**src/core/ics_map.svh**
```systemverilog
// Register offsets, field positions and reset values of the capture selection block
`ifndef ICS_MAP_SVH
`define ICS_MAP_SVH

// ============================================================
// Register byte offsets
`define ICS_CONFIG_OFS     12'h000
`define ICS_STATUS_OFS     12'h004
`define ICS_INT_STAT_OFS   12'h008
`define ICS_INT_MASK_OFS   12'h00C

// ============================================================
// Field widths and positions
`define ICS_CFG_W          7
`define ICS_STRAP_W        8
`define ICS_EVT_W          2
`define ICS_EVT_HOTPLUG    0
`define ICS_EVT_MODE       1

// ============================================================
// Reset values
`define ICS_CFG_RESET      7'h00
`define ICS_DEFAULT_TRIM   3'h3

`endif

```
**src/core/ics_pkg.sv**
```systemverilog
// Types shared by the capture selection block
package ics_pkg;

  // Configuration word, as held in the config register
  typedef struct packed {
    logic       bus_24bit;
    logic       rising_edge;
    logic [2:0] trim;
    logic       deskew_en;
    logic       power_up;
  } cfg_t;

  // Strap pins after synchronisation
  typedef struct packed {
    logic       serial_sel;
    logic       bus_width;
    logic       power_n;
    logic [2:0] trim;
    logic       deskew;
    logic       edge_hp;
  } strap_t;

endpackage

```
**src/core/input_capture_config_select.sv**
```systemverilog
// Capture edge, de-skew and power-down selection from straps or APB registers
`timescale 1ns/1ns
`default_nettype none
`include "ics_map.svh"

module input_capture_config_select
  import ics_pkg::*;
#(
  parameter logic [2:0] DEFAULT_TRIM = `ICS_DEFAULT_TRIM
) (
  // Clock and reset
  input  wire logic        sys_clk_i,
  input  wire logic        reset_n_i,
  // APB slave
  input  wire logic        psel_i,
  input  wire logic        penable_i,
  input  wire logic        pwrite_i,
  input  wire logic [11:0] paddr_i,
  input  wire logic [31:0] pwdata_i,
  output logic      [31:0] prdata_o,
  output logic             pready_o,
  output logic             pslverr_o,
  // Strap pins
  input  wire logic        edge_select_hotplug_pin_i,
  input  wire logic        deskew_enable_i,
  input  wire logic [2:0]  deskew_trim_select_i,
  input  wire logic        power_down_n_i,
  input  wire logic        serial_config_select_i,
  input  wire logic        bus_width_select_i,
  // Selected configuration
  output logic             capture_rising_o,
  output logic             deskew_en_o,
  output logic [2:0]       deskew_trim_o,
  output logic             bus_24bit_o,
  output logic             power_down_o,
  output logic             core_enable_o,
  output logic             hotplug_o,
  output logic             serial_mode_o,
  output logic             irq_o
);

  // ============================================================
  // Synchroniser
  strap_t strap_raw;
  strap_t strap_meta_q;
  strap_t strap_q;

  assign strap_raw = '{serial_sel: serial_config_select_i,
                       bus_width:  bus_width_select_i,
                       power_n:    power_down_n_i,
                       trim:       deskew_trim_select_i,
                       deskew:     deskew_enable_i,
                       edge_hp:    edge_select_hotplug_pin_i};

  // Two flops per strap bit, first flop read only by the second
  genvar gi;
  generate
    for (gi = 0; gi < `ICS_STRAP_W; gi = gi + 1) begin : g_sync
      always_ff @(posedge sys_clk_i or negedge reset_n_i) begin
        if (!reset_n_i) begin
          strap_meta_q[gi] <= 1'b0;
          strap_q[gi]      <= 1'b0;
        end else begin
          strap_meta_q[gi] <= strap_raw[gi];
          strap_q[gi]      <= strap_meta_q[gi];
        end
      end
    end
  endgenerate

  // ============================================================
  // APB decode
  logic serial_en;
  logic apb_access;
  logic apb_done;
  logic apb_wr;
  logic hit_cfg;
  logic hit_stat;
  logic hit_ist;
  logic hit_imsk;
  logic hit_any;

  assign serial_en  = strap_q.serial_sel;
  assign apb_access = psel_i && penable_i;
  assign apb_done   = apb_access && pready_o;
  assign apb_wr     = apb_done && pwrite_i;
  assign hit_cfg    = paddr_i == `ICS_CONFIG_OFS;
  assign hit_stat   = paddr_i == `ICS_STATUS_OFS;
  assign hit_ist    = paddr_i == `ICS_INT_STAT_OFS;
  assign hit_imsk   = paddr_i == `ICS_INT_MASK_OFS;
  assign hit_any    = hit_cfg || hit_stat || hit_ist || hit_imsk;

  // ============================================================
  // Configuration register
  cfg_t cfg_q;
  cfg_t cfg_d;

  // Held at defaults while serial mode is off; writes ignored then
  assign cfg_d = !serial_en ? cfg_t'(`ICS_CFG_RESET) :
                 (apb_wr && hit_cfg) ? cfg_t'(pwdata_i[`ICS_CFG_W-1:0]) :
                 cfg_q;

  always_ff @(posedge sys_clk_i or negedge reset_n_i) begin
    if (!reset_n_i) begin
      cfg_q <= cfg_t'(`ICS_CFG_RESET);
    end else begin
      cfg_q <= cfg_d;
    end
  end

  // ============================================================
  // Events and interrupt
  logic                  hp_prev_q;
  logic                  mode_prev_q;
  logic [`ICS_EVT_W-1:0] evt;
  logic [`ICS_EVT_W-1:0] int_stat_q;
  logic [`ICS_EVT_W-1:0] int_stat_d;
  logic [`ICS_EVT_W-1:0] int_mask_q;
  logic [`ICS_EVT_W-1:0] int_mask_d;
  logic [`ICS_EVT_W-1:0] w1c;

  // Hot-plug change counts only in serial mode
  assign evt[`ICS_EVT_HOTPLUG] = serial_en && (strap_q.edge_hp != hp_prev_q);
  assign evt[`ICS_EVT_MODE]    = serial_en != mode_prev_q;
  assign w1c        = (apb_wr && hit_ist) ? pwdata_i[`ICS_EVT_W-1:0] : '0;
  assign int_stat_d = (int_stat_q & ~w1c) | evt;  // Set wins over clear
  assign int_mask_d = (apb_wr && hit_imsk) ? pwdata_i[`ICS_EVT_W-1:0] : int_mask_q;

  always_ff @(posedge sys_clk_i or negedge reset_n_i) begin
    if (!reset_n_i) begin
      hp_prev_q   <= 1'b0;
      mode_prev_q <= 1'b0;
      int_stat_q  <= '0;
      int_mask_q  <= '0;
    end else begin
      hp_prev_q   <= strap_q.edge_hp;
      mode_prev_q <= serial_en;
      int_stat_q  <= int_stat_d;
      int_mask_q  <= int_mask_d;
    end
  end

  // ============================================================
  // Source selection
  logic       sel_rising;
  logic       sel_dk_en;
  logic [2:0] sel_trim;
  logic       sel_bus24;
  logic       sel_pd;

  assign sel_rising = serial_en ? cfg_q.rising_edge : strap_q.edge_hp;
  assign sel_dk_en  = serial_en ? cfg_q.deskew_en : strap_q.deskew;
  // Trim step applies only while de-skew is on
  assign sel_trim   = !sel_dk_en ? DEFAULT_TRIM :
                      serial_en ? cfg_q.trim : strap_q.trim;
  assign sel_bus24  = serial_en ? cfg_q.bus_24bit : strap_q.bus_width;
  assign sel_pd     = serial_en ? !cfg_q.power_up : !strap_q.power_n;

  // ============================================================
  // Registered outputs
  logic [31:0] rdata;

  assign rdata = hit_cfg  ? {25'h000_0000, cfg_q} :
                 hit_stat ? {29'h000_0000, sel_pd, serial_en, strap_q.edge_hp} :
                 hit_ist  ? {30'h0000_0000, int_stat_q} :
                 hit_imsk ? {30'h0000_0000, int_mask_q} : 32'h0000_0000;

  // One wait state; bus stays alive in power-down
  always_ff @(posedge sys_clk_i or negedge reset_n_i) begin
    if (!reset_n_i) begin
      pready_o  <= 1'b0;
      prdata_o  <= 32'h0000_0000;
      pslverr_o <= 1'b0;
    end else begin
      pready_o  <= apb_access && !pready_o;
      prdata_o  <= (apb_access && !pready_o && !pwrite_i) ? rdata : 32'h0000_0000;
      pslverr_o <= apb_access && !pready_o && !hit_any;
    end
  end

  // Selected configuration to the capture logic
  always_ff @(posedge sys_clk_i or negedge reset_n_i) begin
    if (!reset_n_i) begin
      capture_rising_o <= 1'b0;
      deskew_en_o      <= 1'b0;
      deskew_trim_o    <= DEFAULT_TRIM;
      bus_24bit_o      <= 1'b0;
      power_down_o     <= 1'b1;
      core_enable_o    <= 1'b0;
      hotplug_o        <= 1'b0;
      serial_mode_o    <= 1'b0;
      irq_o            <= 1'b0;
    end else begin
      capture_rising_o <= sel_rising;
      deskew_en_o      <= sel_dk_en;
      deskew_trim_o    <= sel_trim;
      bus_24bit_o      <= sel_bus24;
      power_down_o     <= sel_pd;
      core_enable_o    <= !sel_pd;
      hotplug_o        <= serial_en && strap_q.edge_hp;
      serial_mode_o    <= serial_en;
      irq_o            <= |(int_stat_d & int_mask_d);
    end
  end

  // ============================================================
  // Assertions
  property p_strap_edge;
    @(posedge sys_clk_i) disable iff (!reset_n_i)
    !serial_en |=> capture_rising_o == $past(strap_q.edge_hp);
  endproperty
  a_strap_edge: assert property (p_strap_edge) else $error("edge strap not applied");

  property p_reg_edge;
    @(posedge sys_clk_i) disable iff (!reset_n_i)
    serial_en |=> capture_rising_o == $past(cfg_q.rising_edge)
                  && hotplug_o == $past(strap_q.edge_hp);
  endproperty
  a_reg_edge: assert property (p_reg_edge) else $error("hot-plug mode wrong");

  property p_trim_on;
    @(posedge sys_clk_i) disable iff (!reset_n_i)
    !serial_en && strap_q.deskew |=> deskew_en_o && deskew_trim_o == $past(strap_q.trim);
  endproperty
  a_trim_on: assert property (p_trim_on) else $error("strap trim not applied");

  property p_trim_off;
    @(posedge sys_clk_i) disable iff (!reset_n_i)
    !deskew_en_o |-> deskew_trim_o == DEFAULT_TRIM;
  endproperty
  a_trim_off: assert property (p_trim_off) else $error("default trim missing");

  property p_reg_deskew;
    @(posedge sys_clk_i) disable iff (!reset_n_i)
    serial_en && cfg_q.deskew_en |=> deskew_en_o && deskew_trim_o == $past(cfg_q.trim);
  endproperty
  a_reg_deskew: assert property (p_reg_deskew) else $error("register de-skew ignored");

  property p_strap_pd;
    @(posedge sys_clk_i) disable iff (!reset_n_i)
    !serial_en |=> power_down_o == !$past(strap_q.power_n) && core_enable_o == !power_down_o;
  endproperty
  a_strap_pd: assert property (p_strap_pd) else $error("power pin not applied");

  property p_reg_pd;
    @(posedge sys_clk_i) disable iff (!reset_n_i)
    serial_en |=> power_down_o == !$past(cfg_q.power_up);
  endproperty
  a_reg_pd: assert property (p_reg_pd) else $error("power bit not applied");

  property p_cfg_default;
    @(posedge sys_clk_i) disable iff (!reset_n_i)
    !serial_en ##1 serial_en |-> cfg_q == cfg_t'(`ICS_CFG_RESET) ##1 power_down_o;
  endproperty
  a_cfg_default: assert property (p_cfg_default) else $error("config not default");

  property p_bus_width;
    @(posedge sys_clk_i) disable iff (!reset_n_i)
    !serial_en |=> bus_24bit_o == $past(strap_q.bus_width);
  endproperty
  a_bus_width: assert property (p_bus_width) else $error("bus width strap wrong");

  property p_sync;
    @(posedge sys_clk_i) disable iff (!reset_n_i)
    ##2 1'b1 |-> strap_q.serial_sel == $past(serial_config_select_i, 2);
  endproperty
  a_sync: assert property (p_sync) else $error("strap sync depth wrong");

  property p_apb_alive;
    @(posedge sys_clk_i) disable iff (!reset_n_i)
    apb_access && !pready_o |=> pready_o;
  endproperty
  a_apb_alive: assert property (p_apb_alive) else $error("APB stalled");

  // Interrupt line follows the latched status under the mask
  property p_irq_level;
    @(posedge sys_clk_i) disable iff (!reset_n_i)
    irq_o == |(int_stat_q & int_mask_q);
  endproperty
  a_irq_level: assert property (p_irq_level) else $error("interrupt level wrong");

  c_serial_enter: cover property (@(posedge sys_clk_i) disable iff (!reset_n_i)
    !serial_en ##1 serial_en);
  c_hotplug_irq: cover property (@(posedge sys_clk_i) disable iff (!reset_n_i)
    evt[`ICS_EVT_HOTPLUG] ##1 irq_o);
  c_power_up: cover property (@(posedge sys_clk_i) disable iff (!reset_n_i)
    serial_en && power_down_o ##1 !power_down_o);
  c_irq_clear: cover property (@(posedge sys_clk_i) disable iff (!reset_n_i)
    irq_o ##1 !irq_o);

endmodule
`default_nettype wire

```
**config.mk**
```make
export PLATFORM = sky130hd
export DESIGN_NAME = input_capture_config_select
export DESIGN_NICKNAME = d
export VERILOG_FILES = /design/src/core/ics_pkg.sv /design/src/core/input_capture_config_select.sv
export VERILOG_INCLUDE_DIRS = /design/src /design/src/core
export SDC_FILE = /design/constraint.sdc
export NUM_CORES = 1
export LEC_CHECK = 0
export BUFFER_PORTS_ARGS = -buffer_cell sky130_fd_sc_hd__clkbuf_2
export CAP_MARGIN = 20
export CORE_MARGIN = 5
export CORE_UTILIZATION = 42
export CTS_BUF_LIST = sky130_fd_sc_hd__clkbuf_4
export DETAILED_ROUTE_END_ITERATION = 16
export GPL_ROUTABILITY_DRIVEN = 0
export HOLD_SLACK_MARGIN = 0.03
export MAX_ROUTING_LAYER = met4
export PLACE_DENSITY_LB_ADDON = 0.1
export RECOVER_POWER = 25
export SETUP_SLACK_MARGIN = 0.05
export SYNTH_ARGS = -nofsm -noshare
export SYNTH_HDL_FRONTEND = slang
export SYNTH_SLANG_ARGS = --single-unit
```
**constraint.sdc**
```tcl
create_clock -name sys_clk_i -period 1.7 [get_ports sys_clk_i]
set_input_delay 0.34 -clock sys_clk_i [delete_from_list [all_inputs] [get_ports sys_clk_i]]
set_output_delay 0.34 -clock sys_clk_i [all_outputs]
set_load 0.03 [all_outputs]
```
==> results.yml <==
timing:
  drv_slew: 0
  tns_ns: 0
  hold_viol: 0
  fmax_mhz: 635.2
  whs_ns: 0.08421
  period_minus_slack_ns: 1.574
  setup_violations: 0
  fin_worst_skew_ns: 0.01560
  timing.slew.headroom_pct: 50.44
  rsz0062_at_grt: "no"
  setup_ws_ns: 0.1257
  worst-slew-pin-transition_ns: 0.7434
  min_period_over_period_pct: 92.61
setup_path:
  critPathLaunchType: "register"
  arrival_ns: 1.82
  crit_path_max_fanout: 2
  end_kind: "register"
  critPathMaxStageDelay_ns: 0.54
  required_ns: 1.95
  worstReg2RegStart: "serial_en"
  critPathKind: "register to register"
  crit_chain: "xnor2_2 > nand2_1 > or4_1 > a32o_1"
  crit_path_start: "serial_en"
  slowest_stage: "or4_1"
  r2r_setup_slack_ns: 0.13
synth:
  post-synth-top-count-cell: "dfrtp_1"
  synth_edf_count: 0
  synthMuxAreaShare_pct: 6.026
  synth_top_family_by_area: "simple AND/OR/NAND/NOR gates"
  synth_compound_area_share_pct: 6.842
  syn_area_mm2: 0.001993
  synthAdderAreaFrac_pct: 0
  synthCells: 157
  yosys.area.top_type: "dfrtp_1"
  async_reset_ff_share_pct: 100.0
  synth_top_area_share_pct: 56.50
  synth_flop_cell: "dfrtp_1"
  synth-seq-cells: 48
  yosys_warnings: 0
  synth_cell_types: 39
  synth_common_cells: "dfrtp_1, buf_4, o21ai_0, a21boi_0, nand3_1"
  synth-seq-area-share_pct: 60.45
  synth-simple-area-share_pct: 14.44
  syn_area_per_cell_um2: 12.70
  yosys-top-cells-area: "dfrtp_1, buf_4, dfstp_2"
  synthXorXnorAreaFrac_pct: 0.8788
routing:
  wl_met1_um: 1548
  wirelength_um: 3777
  drc: 0
  vias_per_cell: 4.657
  first_pass_iters: 5
  wl_met3_um: 223
  first_iter_violations: 48
  num_vias: 1276
  ant_nets: 0
  top_layer: "met4"
  wl_per_cell_um: 13.78
  routed-wl-met2_um: 1975
power:
  peakVddDrop_v: 0.0003955
  power.density_mw_per_mm2: 834.2
  p_leak_nw: 1.166
grt:
  grt_overflow: 0
  grt_max_degree: 20
  first_global_vias: 1356
  antenna_found_initial: 0
  grtUsageTotal_pct: 13.25
  grt_pass1_wl_um: 6306
clocking:
  clk_pin_slew_ns: 0.12
  cts_tree: "done"
  clockRootBuffer: "clkbuf_4"
  clock_path_buffers: 2
  cts_setup_buffers: 0
  cts_sinks: 48
  numCtsBuffers: 5
  cts_max_level: 2
  clkLatencyLatePin_ns: 0.36
die:
  die_h_um: 78.89
  start_util_pct: 42.77
  core_area_mm2: 0.004661
  rows: 25
  dieWidth_um: 78.89
  dieArea_mm2: 0.006224
  io_pins: 102
run_status:
  outcome: "completed"
finish:
  utilization_pct: 50.68
  area.sequential_mm2: 0.001206
  syn2layout_area_growth_pct: 18.52
  drive_above_1_share_pct: 39.09
  multi_input_area_um2: 668.1
  n_antenna_cell: 0
  nets: 276
  fill_cells: 445
min_path:
  hold_path_class: "input port to register"
  hp-start: "bus_width_select_i"
place:
  hpwlAfterDp_um: 2970
  port-buffer-count: 51
  pre_cts_slack_ns: -0.09562
flow_run:
  cap_violations: 0
[power by group]
| group | switching, mW | internal (mW) | total, mW |
|---|---|---|---|
| Clock | 0.333 | 0.199 | 0.532 |
| Sequential | 0.0131 | 1.18 | 1.19 |
| Combinational | 0.176 | 0.0718 | 0.248 |
[worst max-delay path, delay by kind of cell, from the launching register on]
kind             cells  cell delay [ns]
AO/OA/AOI/OAI        1             0.26
XOR/XNOR             1             0.18
flip-flops           1             0.43
AND/OR/NAND/NOR      2             0.61
[sequential cells by signal, indices dropped and copies added, names as in the netlist]
name              count
bus_24bit_o           1
mode_prev_q           1
irq_o                 1
serial_en             1
cfg_q                 7
hp_prev_q             1
core_enable_o         1
pready_o              1
capture_rising_o      1
deskew_en_o           1
power_down_o          1
hotplug_o             1
strap_q               7
pslverr_o             1
prdata_o              7
int_mask_q            2
int_stat_q            2
strap_meta_q          8
deskew_trim_o         3
[final timing paths]
path,to,depth (start not counted)
max,irq_o,4
min,strap_meta_q[6],1
max reg2reg,irq_o,4
min reg2reg,serial_en,0
max in group asynchronous,deskew_trim_o[0],3
min in group asynchronous,hotplug_o,2
[repair_timing]
item,4_1_cts,5_1_grt
hold endpoints to repair,12,0
gates resized for setup,0,0
hold buffers,1,0
[cell usage in the layout, fill, tap and decap left out, types with 2 or more instances in the layout]
cell	count
and2_1	5
nor2b_1	2
mux2_2	3
nor2_1	4
nor3_1	3
nand2_1	4
conb_1	25
inv_1	4
buf_4	8
nor4_4	2
a21boi_0	7
o21ai_0	8
dfstp_2	3
dfrtp_1	44
nand3_1	7
clkbuf_4	7
clkbuf_2	50
or3_1	2
nand2b_1	2
mux2i_1	3
mux4_2	2
a31oi_1	2
[final cells by class]
| type | count | share of cell area (%) |
|---|---|---|
| multi-input combinational | 99 | 28.28 |
| clock inverter | 1 | 0.3708 |
| clock buffer | 7 | 2.225 |
| sequential | 48 | 51.06 |
| inverter | 4 | 0.6356 |
| timing repair buffer | 61 | 14.57 |
| tap | 54 | 2.860 |
[metrics by stage]
step	std cells	instance area (um2)	power, mW
after floorplan	181	2115	1.411
after global placement	265	2292	1.456
after detailed placement	265	2292	1.460
after CTS	274	2364	1.999
after global routing	274	2362	2.077
final	274	2362	1.971
[metal layers]
layer,vias to the layer above,track usage (%)
met5,-,-
met4,0,2.577
met3,4,4.308
met2,43,23.60
met1,618,14.68
li1,611,-
[cell families after synthesis]
logic type | count (synthesis)
and+or+nand+nor | 42
buffers and inverters | 34
other | 1
xor gates and xnor gates | 2
DFF | 48
muxes | 9
AOI/OAI and AO/OA | 21
(Power assumes the default switching activity.)
